**config.mk**
```make
export PLATFORM = sky130hd
export DESIGN_NAME = cadss_top
export DESIGN_NICKNAME = d
export VERILOG_FILES = /design/src/logic/cadss_pkg.sv /design/src/logic/cadss_top.sv
export VERILOG_INCLUDE_DIRS = /design/src /design/src/logic
export SDC_FILE = /design/constraint.sdc
export NUM_CORES = 2
export LEC_CHECK = 0
export BUFFER_PORTS_ARGS = -buffer_cell sky130_fd_sc_hd__buf_2
export CELL_PAD_IN_SITES_DETAIL_PLACEMENT = 0
export CELL_PAD_IN_SITES_GLOBAL_PLACEMENT = 1
export CORE_MARGIN = 1
export CORE_UTILIZATION = 43
export CTS_BUF_LIST = sky130_fd_sc_hd__clkbuf_2
export CTS_CLUSTER_DIAMETER = 100
export CTS_CLUSTER_SIZE = 28
export DETAILED_ROUTE_END_ITERATION = 16
export PLACE_DENSITY = 0.84
export SYNTH_ARGS = -nofsm -noshare
export SYNTH_HDL_FRONTEND = slang
export SYNTH_SLANG_ARGS = --single-unit
```
**constraint.sdc**
```tcl
create_clock -name core_clk_i -period 32.2 [get_ports core_clk_i]
set_clock_uncertainty 0.15 [all_clocks]
set_input_delay 0 -clock core_clk_i [delete_from_list [all_inputs] [get_ports core_clk_i]]
set_output_delay 0 -clock core_clk_i [all_outputs]
set_load 0.01 [all_outputs]
```
**src/logic/cadss_map.svh**
```systemverilog
/*
 Register offsets, field positions, reset values and timing counts
 for the current sample selector and scaler.
 Assumes word-indexed registers on a plain strobe port.
*/
`ifndef CADSS_MAP_SVH
`define CADSS_MAP_SVH
// ----------------------------------------
// Register word indices
// ----------------------------------------
`define CADSS_A_CTRL   8'h00
`define CADSS_A_SEL    8'h01
`define CADSS_A_OFS0   8'h02
`define CADSS_A_OFS1   8'h03
`define CADSS_A_GAIN0  8'h04
`define CADSS_A_GAIN1  8'h05
`define CADSS_A_EXT0   8'h06
`define CADSS_A_EXT1   8'h07
`define CADSS_A_POLES  8'h08
`define CADSS_A_SHIFT  8'h09
`define CADSS_A_RAW0   8'h10
`define CADSS_A_RAW1   8'h11
`define CADSS_A_CUR0   8'h12
`define CADSS_A_CUR1   8'h13
`define CADSS_A_CUR2   8'h14
`define CADSS_A_SUPPLY 8'h15
`define CADSS_A_AIN    8'h16
`define CADSS_A_TFET   8'h17
`define CADSS_A_TMOT   8'h18
`define CADSS_A_ANGLE  8'h19
// ----------------------------------------
// Field positions
// ----------------------------------------
`define CADSS_B_3PH    0
`define CADSS_B_Q412   1
`define CADSS_B_ELEC   2
`define CADSS_B_SUB    3
`define CADSS_F_RAW0   0
`define CADSS_F_RAW1   4
`define CADSS_F_UX     8
`define CADSS_F_V      10
`define CADSS_F_WY     12
// ----------------------------------------
// Reset values and counts
// ----------------------------------------
`define CADSS_R_CTRL   4'h1
`define CADSS_R_SEL    14'h2410
`define CADSS_R_GAIN   16'h0100
`define CADSS_R_POLES  8'h01
`define CADSS_FRAC_Q88  8
`define CADSS_FRAC_Q412 12
`define CADSS_LATENCY  2
`endif

```
**src/logic/cadss_pkg.sv**
```systemverilog
/*
 Types of the current sample selector and scaler.
 Assumes cadss_map.svh supplies the numeric constants.
*/
package cadss_pkg;
   typedef enum logic [2:0] {
      SRC_INT_U   = 3'h0,
      SRC_INT_V   = 3'h1,
      SRC_INT_UX  = 3'h2,
      SRC_INT_WY  = 3'h3,
      SRC_DS_UX   = 3'h4,
      SRC_DS_WY   = 3'h5,
      SRC_HOST0   = 3'h6,
      SRC_HOST1   = 3'h7
   } cadss_src_t;
   typedef enum logic [1:0] {
      RT_CUR0 = 2'h0,
      RT_CUR1 = 2'h1,
      RT_CUR2 = 2'h2,
      RT_NONE = 2'h3
   } cadss_route_t;
endpackage : cadss_pkg

```
**src/logic/cadss_top.sv**
```systemverilog
/*
 Current sample selector, offset and gain scaler, third phase
 derivation, phase routing and angle conversion.
 Assumes ADC samples and the sensor angle come from logic on core_clk_i.
*/
// Decided for this implementation: the register offsets and the address-and-strobe port.
// How it works
// - Internal results clip symmetrically; the most negative code becomes one above it.
// - Gains in q8.8 are signed 16 bit words with LSB 1/256.
// - Gains in q4.12 are signed 16 bit words with LSB 1/4096.
// - Gains are multiplied as signed operands with signed values.
// - Electrical angle is mechanical times pole pairs; mechanical is electrical over it.
// - The electrical angle is the commutation angle for the torque loop.
// - The mechanical angle feeds velocity and position control.
// - Angles are 16 bit, one turn is 65536 steps, signed or unsigned.
// - Adding the shift rotates forward modulo 16 bits; subtracting rotates back.
// - Every raw sample is widened to 16 bits.
// - Offset add and gain multiply are signed; negative gain inverts.
// - Scaled currents are readable; supply, temperatures and analog input stay raw.
// - Host written samples are selectable current sources.
// - Two selectors route one of eight sources to raw0 and raw1.
// - Each channel adds its offset, then multiplies by its gain.
// - Three phase mode derives a third current; two phase mode does not.
// - Three selectors route current 0, 1 or 2 to U/X, V and W/Y.
// - Three phase uses U/X, V, W/Y; two phase uses only U/X and W/Y.
`timescale 1ns/1ps
`include "cadss_map.svh"
module cadss_top #(
   parameter int ADC_W = 12
) (
   input  wire logic        core_clk_i,
   input  wire logic        rst_i,
   input  wire logic [7:0]  addr_i,
   input  wire logic [31:0] wdata_i,
   input  wire logic        wr_i,
   input  wire logic        rd_i,
   output logic      [31:0] rdata_o,
   input  wire logic        sample_valid_i,
   input  wire logic [ADC_W-1:0] integrated_u_sample_i,
   input  wire logic [ADC_W-1:0] integrated_v_sample_i,
   input  wire logic [ADC_W-1:0] integrated_ux_sample_i,
   input  wire logic [ADC_W-1:0] integrated_wy_sample_i,
   input  wire logic [15:0] deltasigma_ux_sample_i,
   input  wire logic [15:0] deltasigma_wy_sample_i,
   input  wire logic [ADC_W-1:0] motor_supply_sample_i,
   input  wire logic [ADC_W-1:0] general_analog_sample_i,
   input  wire logic [ADC_W-1:0] fet_temp_sample_i,
   input  wire logic [ADC_W-1:0] motor_temp_sample_i,
   input  wire logic [15:0] sensor_angle_i,
   output logic             current_valid_o,
   output logic      [15:0] phase_ux_current_o,
   output logic      [15:0] phase_v_current_o,
   output logic      [15:0] phase_wy_current_o,
   output logic             three_phase_mode_o,
   output logic      [15:0] electrical_angle_o,
   output logic      [15:0] mechanical_angle_o
);
   initial begin
      if (ADC_W < 1 || ADC_W > 16) begin
         $error("ADC_W must lie in 1..16");
      end
   end

   // ----------------------------------------
   // Arithmetic helpers
   // ----------------------------------------
   function automatic logic signed [31:0] clip32(input logic signed [33:0] v);
      if (v > 34'sd2147483647) begin
         clip32 = 32'sh7FFF_FFFF;
      end else if (v < -34'sd2147483647) begin
         clip32 = -32'sh7FFF_FFFF;
      end else begin
         clip32 = v[31:0];
      end
   endfunction : clip32

   function automatic logic signed [15:0] clip16(input logic signed [31:0] v);
      if (v > 32'sd32767) begin
         clip16 = 16'sh7FFF;
      end else if (v < -32'sd32767) begin
         clip16 = 16'sh8001;
      end else begin
         clip16 = v[15:0];
      end
   endfunction : clip16

   // Offset, then signed gain in q8.8 or q4.12, then s16 saturation.
   function automatic logic signed [15:0] scale(
      input logic [15:0]        raw,
      input logic signed [15:0] ofs,
      input logic signed [15:0] gain,
      input logic               q412
   );
      logic signed [17:0] sum;
      logic signed [33:0] prod;
      logic signed [31:0] wide;
      sum  = $signed({2'b00, raw}) + 18'(ofs);
      prod = 34'(sum) * 34'(gain);
      wide = clip32(q412 ? (prod >>> `CADSS_FRAC_Q412)
                         : (prod >>> `CADSS_FRAC_Q88));
      scale = clip16(wide);
   endfunction : scale

   function automatic logic [15:0] widen(input logic [ADC_W-1:0] s);
      widen = 16'(s);
   endfunction : widen

   // ----------------------------------------
   // Configuration registers
   // ----------------------------------------
   logic [3:0]  ctrl_q;
   logic [13:0] sel_q;
   logic [15:0] ofs0_q;
   logic [15:0] ofs1_q;
   logic [15:0] gain0_q;
   logic [15:0] gain1_q;
   logic [15:0] host_written_sample0_q;
   logic [15:0] host_written_sample1_q;
   logic [7:0]  poles_q;
   logic [15:0] angle_shift_q;

   always_ff @(posedge core_clk_i) begin
      if (rst_i) begin
         ctrl_q        <= `CADSS_R_CTRL;
         sel_q         <= `CADSS_R_SEL;
         ofs0_q        <= 16'h0000;
         ofs1_q        <= 16'h0000;
         gain0_q       <= `CADSS_R_GAIN;
         gain1_q       <= `CADSS_R_GAIN;
         poles_q       <= `CADSS_R_POLES;
         angle_shift_q <= 16'h0000;
      end else if (wr_i) begin
         if (addr_i == `CADSS_A_CTRL) begin
            ctrl_q <= wdata_i[3:0];
         end else if (addr_i == `CADSS_A_SEL) begin
            sel_q <= wdata_i[13:0];
         end else if (addr_i == `CADSS_A_OFS0) begin
            ofs0_q <= wdata_i[15:0];
         end else if (addr_i == `CADSS_A_OFS1) begin
            ofs1_q <= wdata_i[15:0];
         end else if (addr_i == `CADSS_A_GAIN0) begin
            gain0_q <= wdata_i[15:0];
         end else if (addr_i == `CADSS_A_GAIN1) begin
            gain1_q <= wdata_i[15:0];
         end else if (addr_i == `CADSS_A_POLES) begin
            poles_q <= wdata_i[7:0];
         end else if (addr_i == `CADSS_A_SHIFT) begin
            angle_shift_q <= wdata_i[15:0];
         end
      end
   end

   // Host written current samples.
   always_ff @(posedge core_clk_i) begin
      if (rst_i) begin
         host_written_sample0_q <= 16'h0000;
         host_written_sample1_q <= 16'h0000;
      end else if (wr_i && addr_i == `CADSS_A_EXT0) begin
         host_written_sample0_q <= wdata_i[15:0];
      end else if (wr_i && addr_i == `CADSS_A_EXT1) begin
         host_written_sample1_q <= wdata_i[15:0];
      end
   end

   // ----------------------------------------
   // Source selection
   // ----------------------------------------
   function automatic logic [15:0] pick(input logic [2:0] s);
      case (cadss_pkg::cadss_src_t'(s))
         cadss_pkg::SRC_INT_U:  pick = widen(integrated_u_sample_i);
         cadss_pkg::SRC_INT_V:  pick = widen(integrated_v_sample_i);
         cadss_pkg::SRC_INT_UX: pick = widen(integrated_ux_sample_i);
         cadss_pkg::SRC_INT_WY: pick = widen(integrated_wy_sample_i);
         cadss_pkg::SRC_DS_UX:  pick = deltasigma_ux_sample_i;
         cadss_pkg::SRC_DS_WY:  pick = deltasigma_wy_sample_i;
         cadss_pkg::SRC_HOST0:  pick = host_written_sample0_q;
         default:               pick = host_written_sample1_q;
      endcase
   endfunction : pick

   // ----------------------------------------
   // Stage 1: capture raw pair and configuration
   // ----------------------------------------
   logic [15:0] selected_raw0_q;
   logic [15:0] selected_raw1_q;
   logic [15:0] s_ofs0_q;
   logic [15:0] s_ofs1_q;
   logic [15:0] s_gain0_q;
   logic [15:0] s_gain1_q;
   logic [5:0]  s_route_q;
   logic        s_q412_q;
   logic        s_3ph_q;
   logic        stage1_q;

   always_ff @(posedge core_clk_i) begin
      if (rst_i) begin
         selected_raw0_q <= 16'h0000;
         selected_raw1_q <= 16'h0000;
         s_ofs0_q        <= 16'h0000;
         s_ofs1_q        <= 16'h0000;
         s_gain0_q       <= 16'h0000;
         s_gain1_q       <= 16'h0000;
         s_route_q       <= 6'h00;
         s_q412_q        <= 1'b0;
         s_3ph_q         <= 1'b1;
      end else if (sample_valid_i) begin
         selected_raw0_q <= pick(sel_q[`CADSS_F_RAW0 +: 3]);
         selected_raw1_q <= pick(sel_q[`CADSS_F_RAW1 +: 3]);
         s_ofs0_q        <= ofs0_q;
         s_ofs1_q        <= ofs1_q;
         s_gain0_q       <= gain0_q;
         s_gain1_q       <= gain1_q;
         s_route_q       <= sel_q[`CADSS_F_UX +: 6];
         s_q412_q        <= ctrl_q[`CADSS_B_Q412];
         s_3ph_q         <= ctrl_q[`CADSS_B_3PH];
      end
   end

   always_ff @(posedge core_clk_i) begin
      if (rst_i) begin
         stage1_q <= 1'b0;
      end else begin
         stage1_q <= sample_valid_i;
      end
   end

   // ----------------------------------------
   // Stage 2: scale, derive, route
   // ----------------------------------------
   logic signed [15:0] cur0_d;
   logic signed [15:0] cur1_d;
   logic signed [15:0] cur2_d;
   logic signed [15:0] scaled_current0_q;
   logic signed [15:0] scaled_current1_q;
   logic signed [15:0] derived_current2_q;

   always_comb begin
      cur0_d = scale(selected_raw0_q, s_ofs0_q, s_gain0_q, s_q412_q);
      cur1_d = scale(selected_raw1_q, s_ofs1_q, s_gain1_q, s_q412_q);
      if (s_3ph_q) begin
         cur2_d = clip16(-(32'(cur0_d) + 32'(cur1_d)));
      end else begin
         cur2_d = 16'sh0000;
      end
   end

   function automatic logic [15:0] route(input logic [1:0] r, input logic signed [15:0] c0,
                                         input logic signed [15:0] c1, input logic signed [15:0] c2);
      case (cadss_pkg::cadss_route_t'(r))
         cadss_pkg::RT_CUR0: route = c0;
         cadss_pkg::RT_CUR1: route = c1;
         cadss_pkg::RT_CUR2: route = c2;
         default:            route = 16'h0000;
      endcase
   endfunction : route

   always_ff @(posedge core_clk_i) begin
      if (rst_i) begin
         scaled_current0_q  <= 16'sh0000;
         scaled_current1_q  <= 16'sh0000;
         derived_current2_q <= 16'sh0000;
         phase_ux_current_o <= 16'h0000;
         phase_v_current_o  <= 16'h0000;
         phase_wy_current_o <= 16'h0000;
         three_phase_mode_o <= 1'b1;
      end else if (stage1_q) begin
         scaled_current0_q  <= cur0_d;
         scaled_current1_q  <= cur1_d;
         derived_current2_q <= cur2_d;
         phase_ux_current_o <= route(s_route_q[1:0], cur0_d, cur1_d, cur2_d);
         phase_v_current_o  <= s_3ph_q ? route(s_route_q[3:2], cur0_d, cur1_d, cur2_d) : 16'h0000;
         phase_wy_current_o <= route(s_route_q[5:4], cur0_d, cur1_d, cur2_d);
         three_phase_mode_o <= s_3ph_q;
      end
   end

   always_ff @(posedge core_clk_i) begin
      if (rst_i) begin
         current_valid_o <= 1'b0;
      end else begin
         current_valid_o <= stage1_q;
      end
   end

   // ----------------------------------------
   // Angle conversion
   // ----------------------------------------
   logic [15:0] npp;
   logic [15:0] rot_shift;
   logic [15:0] elec_base;
   logic [15:0] mech_d;

   always_comb begin
      npp = (poles_q == 8'h00) ? 16'h0001 : 16'(poles_q);
      rot_shift = ctrl_q[`CADSS_B_SUB] ? 16'(-angle_shift_q) : angle_shift_q;
      if (ctrl_q[`CADSS_B_ELEC]) begin
         elec_base = sensor_angle_i;
         mech_d    = sensor_angle_i / npp;
      end else begin
         elec_base = 16'(sensor_angle_i * npp);
         mech_d    = sensor_angle_i;
      end
   end

   always_ff @(posedge core_clk_i) begin
      if (rst_i) begin
         electrical_angle_o <= 16'h0000;
         mechanical_angle_o <= 16'h0000;
      end else begin
         electrical_angle_o <= 16'(elec_base + rot_shift);
         mechanical_angle_o <= mech_d;
      end
   end

   // ----------------------------------------
   // Register read port
   // ----------------------------------------
   always_ff @(posedge core_clk_i) begin
      if (rst_i) begin
         rdata_o <= 32'h0000_0000;
      end else if (rd_i) begin
         if (addr_i == `CADSS_A_CTRL) begin
            rdata_o <= 32'(ctrl_q);
         end else if (addr_i == `CADSS_A_SEL) begin
            rdata_o <= 32'(sel_q);
         end else if (addr_i == `CADSS_A_OFS0) begin
            rdata_o <= 32'(ofs0_q);
         end else if (addr_i == `CADSS_A_OFS1) begin
            rdata_o <= 32'(ofs1_q);
         end else if (addr_i == `CADSS_A_GAIN0) begin
            rdata_o <= 32'(gain0_q);
         end else if (addr_i == `CADSS_A_GAIN1) begin
            rdata_o <= 32'(gain1_q);
         end else if (addr_i == `CADSS_A_EXT0) begin
            rdata_o <= 32'(host_written_sample0_q);
         end else if (addr_i == `CADSS_A_EXT1) begin
            rdata_o <= 32'(host_written_sample1_q);
         end else if (addr_i == `CADSS_A_POLES) begin
            rdata_o <= 32'(poles_q);
         end else if (addr_i == `CADSS_A_SHIFT) begin
            rdata_o <= 32'(angle_shift_q);
         end else if (addr_i == `CADSS_A_RAW0) begin
            rdata_o <= 32'(selected_raw0_q);
         end else if (addr_i == `CADSS_A_RAW1) begin
            rdata_o <= 32'(selected_raw1_q);
         end else if (addr_i == `CADSS_A_CUR0) begin
            rdata_o <= 32'(unsigned'(scaled_current0_q));
         end else if (addr_i == `CADSS_A_CUR1) begin
            rdata_o <= 32'(unsigned'(scaled_current1_q));
         end else if (addr_i == `CADSS_A_CUR2) begin
            rdata_o <= 32'(unsigned'(derived_current2_q));
         end else if (addr_i == `CADSS_A_SUPPLY) begin
            rdata_o <= 32'(widen(motor_supply_sample_i));
         end else if (addr_i == `CADSS_A_AIN) begin
            rdata_o <= 32'(widen(general_analog_sample_i));
         end else if (addr_i == `CADSS_A_TFET) begin
            rdata_o <= 32'(widen(fet_temp_sample_i));
         end else if (addr_i == `CADSS_A_TMOT) begin
            rdata_o <= 32'(widen(motor_temp_sample_i));
         end else if (addr_i == `CADSS_A_ANGLE) begin
            rdata_o <= {mechanical_angle_o, electrical_angle_o};
         end else begin
            rdata_o <= 32'h0000_0000;
         end
      end else begin
         rdata_o <= 32'h0000_0000;
      end
   end

   // ----------------------------------------
   // Checks
   // ----------------------------------------
   property p_no_min_code;
      @(posedge core_clk_i) disable iff (rst_i)
      current_valid_o |-> (scaled_current0_q != 16'sh8000) && (derived_current2_q != 16'sh8000);
   endproperty
   a_no_min_code: assert property (p_no_min_code) else $error("s16 min code reached output");

   property p_latency;
      @(posedge core_clk_i) disable iff (rst_i)
      sample_valid_i |-> ##2 current_valid_o;
   endproperty
   a_latency: assert property (p_latency) else $error("current update latency wrong");

   property p_kirchhoff;
      @(posedge core_clk_i) disable iff (rst_i)
      stage1_q && s_3ph_q && cur0_d != 16'sh8001 && cur1_d > -16'sd16000 && cur1_d < 16'sd16000
         && cur0_d > -16'sd16000 && cur0_d < 16'sd16000
      |=> 16'(scaled_current0_q + scaled_current1_q + derived_current2_q) == 16'h0000;
   endproperty
   a_kirchhoff: assert property (p_kirchhoff) else $error("derived current breaks sum");

   property p_two_phase;
      @(posedge core_clk_i) disable iff (rst_i)
      stage1_q && !s_3ph_q |=> derived_current2_q == 16'sh0000 && phase_v_current_o == 16'h0000;
   endproperty
   a_two_phase: assert property (p_two_phase) else $error("two phase mode drives third current");

   property p_route_ux;
      @(posedge core_clk_i) disable iff (rst_i)
      stage1_q && s_route_q[1:0] == 2'h1 |=> phase_ux_current_o == scaled_current1_q;
   endproperty
   a_route_ux: assert property (p_route_ux) else $error("U/X routing wrong");

   property p_raw_select;
      @(posedge core_clk_i) disable iff (rst_i)
      sample_valid_i && sel_q[2:0] == 3'h6 |=> selected_raw0_q == $past(host_written_sample0_q);
   endproperty
   a_raw_select: assert property (p_raw_select) else $error("host sample not selected");

   property p_cfg_hold;
      @(posedge core_clk_i) disable iff (rst_i)
      !sample_valid_i |=> $stable(s_gain0_q) && $stable(s_ofs1_q);
   endproperty
   a_cfg_hold: assert property (p_cfg_hold) else $error("shadow config moved between updates");

   property p_neg_gain;
      @(posedge core_clk_i) disable iff (rst_i)
      stage1_q && s_gain0_q == 16'hFF00 && !s_q412_q && selected_raw0_q < 16'h8000 && s_ofs0_q == 16'h0000
      |=> scaled_current0_q == 16'(16'h0000 - $past(selected_raw0_q));
   endproperty
   a_neg_gain: assert property (p_neg_gain) else $error("negative gain did not invert");

   property p_angle;
      @(posedge core_clk_i) disable iff (rst_i)
      !rst_i && !ctrl_q[`CADSS_B_ELEC] && !ctrl_q[`CADSS_B_SUB] && $stable(ctrl_q) && poles_q != 8'h00
      |=> electrical_angle_o == 16'($past(sensor_angle_i) * 16'($past(poles_q)) + $past(angle_shift_q));
   endproperty
   a_angle: assert property (p_angle) else $error("electrical angle mismatch");
endmodule : cadss_top

```
After elaboration in Yosys (flattened, before gate mapping):

Index checks and enable logic that the tools add are counted.

* output and inout bits: 114
* register bits: 405

* equal/unequal tests: 37
* multipliers: 3
* div/mod/pow operators: 1
* $add $sub $neg: 6
* mux-type cells: 43
* reduce and logical (&&, ||, !) cells: 22
* bitwise operators: 10
* order comparisons: 10

Operators by type and width (count)
* 16-bit 2-to-1 mux: 29
* 16-bit one-hot mux with 7 select lines: 2
* 16-bit one-hot mux with 3 select lines: 3
* 32-bit 2-to-1 mux: 4
* 32-bit by 16-bit > comparator with 1-bit output, second input constant: 3
* 32-bit by 16-bit less-than comparator with 1-bit output, second input constant: 3
* 8-bit by 5-bit equality test with 1-bit output, second input constant: 10
* 18-bit by 16-bit multiplier with 34-bit output: 2
* 26-bit by 32-bit > comparator with 1-bit output, second input constant: 2
* 26-bit by 32-bit less-than comparator with 1-bit output, second input constant: 2
* 25-bit 2-to-1 mux: 2
* 17-bit by 16-bit adder with 18-bit output: 2
* 8-bit by 3-bit equality test with 1-bit output, second input constant: 4
* 17-bit negator with 32-bit output: 1
* 22-bit OR reduction: 1
* 3-bit equality test, second input constant: 6
* 16-bit by 16-bit adder with 17-bit output: 1
* 16-bit adder: 1
* 16-bit by 16-bit divider with 16-bit output: 1
* 8-bit by 2-bit equality test with 1-bit output, second input constant: 2
* 8-bit by 4-bit equality test with 1-bit output, second input constant: 2
* 8-bit logical NOT: 2
* 16-bit by 8-bit multiplier with 16-bit output: 1
* 16-bit negator: 1
* other kinds (23): 45

Depth between registers and ports, before layout:

* word-level depth: 21
* depth in mapped cells: 156
* depth with buffers taken out: 147

Least setup slack after synthesis:

No wires, ideal clock.

* path kind: register to register
* start point: register poles_q[7]
* end point: register mechanical_angle_o[0]
* path slack: 2396 ps
* buffers on the path: 11
* required time: 31909 ps
* setup time: 141 ps
* data arrival time: 29513 ps
* clock period less this slack: 29804 ps
* cell stages (with the launch flop): 150
* cell sequence: dfxtp_1 -> clkbuf_1 -> nor4_2 -> nand2_1 -> nor2_1 -> or2_2 -> clkbuf_1 -> inv_1 -> ha_1 -> a21oi_1 -> a21oi_1 -> ha_1 -> or4b_1 -> a311oi_2 -> a211oi_1 -> ha_1 -> o211ai_1 -> a211oi_4 -> [114 not listed] -> nand2_1 -> nor2b_1 -> o2111a_1 -> and4b_1 -> buf_2 -> o21ai_0 -> ha_1 -> a21o_1 -> a21oi_1 -> nor2b_1 -> o21ai_0 -> nand2b_1 -> a21oi_1 -> nor2b_1 -> o21ai_0 -> nand3b_1 -> a2111oi_2 -> a41oi_1

* word-level cells in the longest chain between the ends: 4

RTL lines
* start: declaration: line cadss_top.sv:119 `logic [7:0] poles_q;`
* start signal: assignment: line cadss_top.sv:130 `` poles_q <= `CADSS_R_POLES; ``
* start signal: assignment: line cadss_top.sv:146 `poles_q <= wdata_i[7:0];`
* 8-bit logical NOT: line cadss_top.sv:294 `npp = (poles_q == 8'h00) ? 16'h0001 : 16'(poles_q);`
* 8-bit 2-to-1 mux *: line cadss_top.sv:294
* 16-bit by 16-bit divider with 16-bit output *: line cadss_top.sv:298 `mech_d = sensor_angle_i / npp;`
* 16-bit 2-to-1 mux *: line cadss_top.sv:296 `` if (ctrl_q[`CADSS_B_ELEC]) begin ``
* end signal: assignment: line cadss_top.sv:311 `mechanical_angle_o <= mech_d;`
* end: declaration: line cadss_top.sv:56 `output logic [15:0] mechanical_angle_o`

Mark *: on every way between the ends. The rest lies on a longest branch, timed or not.
A chain may end at the register's enable or synchronous reset.

Worst setup path in the final report:

* start point: register poles_q[5]
* end point: register mechanical_angle_o[0]

The elaborated chain is that of the path after synthesis.

==> impl_metrics.json <==
{
  "outcome": "complete, no violations",
  "busiest_layer": "met2",
  "syn2layout_area_growth_pct": 13.3,
  "arrival_ps": 31410,
  "cts_sinks": 405,
  "final_common_cell": "nand2_1",
  "ys_seq_area_frac": 0.159,
  "hold_violations": 0,
  "numPortBuffers": 286,
  "maxSlewHeadroom": 0.0684,
  "timing.rr.start": "poles_q[5]$_SDFFE_PP0P_",
  "finish.utilization": 0.492,
  "synth_ff_type": "dfxtp_1",
  "wl_mm": 188,
  "cts-root-buf": "clkbuf_2",
  "drc": 0,
  "start_util": 0.434,
  "worst_path_max_delay_cell": "dfxtp_4",
  "yosysWarnings": 0,
  "grt_pass1_wl_mm": 283,
  "synth_area_mm2": 0.0511,
  "max_freq_ghz": 0.0329,
  "drive_above_1_share": 0.0987,
  "synth_edf_count": 0,
  "worstRegToRegCells": 147,
  "routedWlPerCell_um": 23.4,
  "dp_slack_ps": 639,
  "drt_iter0_markers": 5173,
  "hpwl_mm": 142,
  "final.setup.worst_slack_ps": 1810,
  "gp_congestion": 0.982,
  "path_clk_slew_ps": 590,
  "clockBufferDepth": 3,
  "placementRows": 126,
  "grt.overflow.total": 0,
  "largest-register": "rdata_o",
  "grtUsageMet2": 0.475,
  "grt_pass1_vias": 45700,
  "min_to": "ofs0_q[14]$_SDFFE_PP0P_",
  "slowest_delay_ps": 510,
  "fin_crit_sh": 0.944,
  "holdWs_ps": 41.9,
  "cts_buffers": 20,
  "grt_max_degree": 138,
  "die_w_um": 347,
  "largest_reg_flops": 32,
  "htree_levels": 1,
  "yosysUniqueCellTypes": 107,
  "cts_tree": "yes",
  "r2r_slack_ps": 1810,
  "crit_top_cell": "o21a_1",
  "synthArstFlopShare": 0,
  "synth_cells": 6062,
  "antenna_found_initial": 14,
  "setup_viol": 0,
  "start_kind": "flop",
  "core_mm2": 0.118,
  "num-fill-cells": 11400,
  "min-delay-start": "rst_i",
  "endpoint_kind": "flop",
  "startpoint": "poles_q[5]$_SDFFE_PP0P_",
  "ys_ff_latch": 405,
  "avgSynthCellArea_um2": 8.44,
  "vias": 47100,
  "dr.pass1.iters": 10,
  "ios": 303,
  "drtAntennaViolNets": 0,
  "hold_path.class": "primary input to flop",
  "syn_nets": 7270,
  "required_ps": 33220,
  "setup_tns_ps": 0,
  "met1_usage": 0.406,
  "grt_use_met3": 0.0551,
  "worst_r2r_endpoint": "mechanical_angle_o[0]$_SDFF_PP0_",
  "die_h_um": 347,
  "cp_max_fo": 16,
  "worst_pin_slew_ps": 1380,
  "drv_slew": 0,
  "finalNetCount": 7687,
  "clock_latency_ps": 1390,
  "crit_type": "flop to flop",
  "min_path_cells": 5,
  "grt_use_total": 0.307,
  "avgViaCountPerCell": 5.86,
  "max_cap_viol_count": 0,
  "mostFrequentLayoutCells": "nand2_1 (889), inv_1 (767), fa_1 (642)",
  "fin_crit_ps": 30390,
  "die_area_mm2": 0.120
}
[final cells by class]
type                       count  area (µm²)  area share
clock inverter                 9         119     0.00205
timing repair buffer         728        5650      0.0975
multi-input combinational   4554       39100       0.675
tap                         1536        1920      0.0332
clock buffer                  21         105     0.00181
sequential                   405        8130       0.140
inverter                     770        2890      0.0499
antenna                       10        25.0    0.000432
[metal layers]
metal	vias up	routed length, µm
met5	-	90
li1	20900	-
met4	12	12500
met2	2436	83000
met1	23200	74400
met3	562	18400
[cells by family (layout without fill, tap and decap cells)]
group	count (synthesis)	after routing	share of synthesized area
and+or+nand+nor	1971	1971	0.180
AOI/OAI and AO/OA	1149	1149	0.148
buffers and inverters	1103	1528	0.0815
adders and majority gates	1020	1020	0.344
DFF	405	405	0.159
muxes	212	212	0.0535
xor gates and xnor gates	202	202	0.0346
other	0	10	0
[how the worst max path moves through the flow]
stage / slack [ps] / cells past startpoint / end
after global placement: 980 / 146 / mechanical_angle_o[0]$_SDFF_PP0_
after floorplan: 2400 / 149 / mechanical_angle_o[0]$_SDFF_PP0_
after CTS: 330 / 148 / mechanical_angle_o[0]$_SDFF_PP0_
final: 1810 / 147 / mechanical_angle_o[0]$_SDFF_PP0_
after global routing: -120 / 148 / mechanical_angle_o[0]$_SDFF_PP0_
after detailed placement: 640 / 148 / mechanical_angle_o[0]$_SDFF_PP0_
[Yosys cell counts (all sizes together) (89+ instances only)]
library cell  instances  area share
and2                291       0.036
o21ai               164       0.016
a21oi               373       0.037
clkbuf              302       0.022
nand2               891       0.065
dfxtp               405        0.16
inv                 768       0.056
nand3                89      0.0091
nand2b              101       0.012
nor2                347       0.026
mux2i               114       0.022
ha                  377       0.092
xnor2               147       0.025
fa                  642        0.25
[timing repair]
item	in CTS	in global routing
setup buffers	0	16
setup endpoints to repair	0	2
hold buffers	325	0
endpoints found under the hold margin	377	0
resized for setup	0	41
[worst max-delay path, delay by kind of cell (launching register included)]
family,cells,cell delay (ps)
AO/OA/AOI/OAI,77,15100
adder cells (fa/ha/maj),16,4840
buffers and inverters,8,1400
flip-flops,1,510
multiplexers,2,560
AND/OR/NAND/NOR,44,7550
[metrics by stage]
| stage | cell area [µm²] | instances |
|---|---|---|
| 2_1_floorplan | 51100 | 6062 |
| 3_3_place_gp | 54100 | 7652 |
| 3_5_place_dp | 54100 | 7652 |
| 4_1_cts | 57600 | 8007 |
| 5_1_grt | 57900 | 8025 |
| 6_report | 58000 | 8033 |
Power is not shown: default switching activity piles up to over one toggle a cycle in this logic, so the estimate is an artifact.
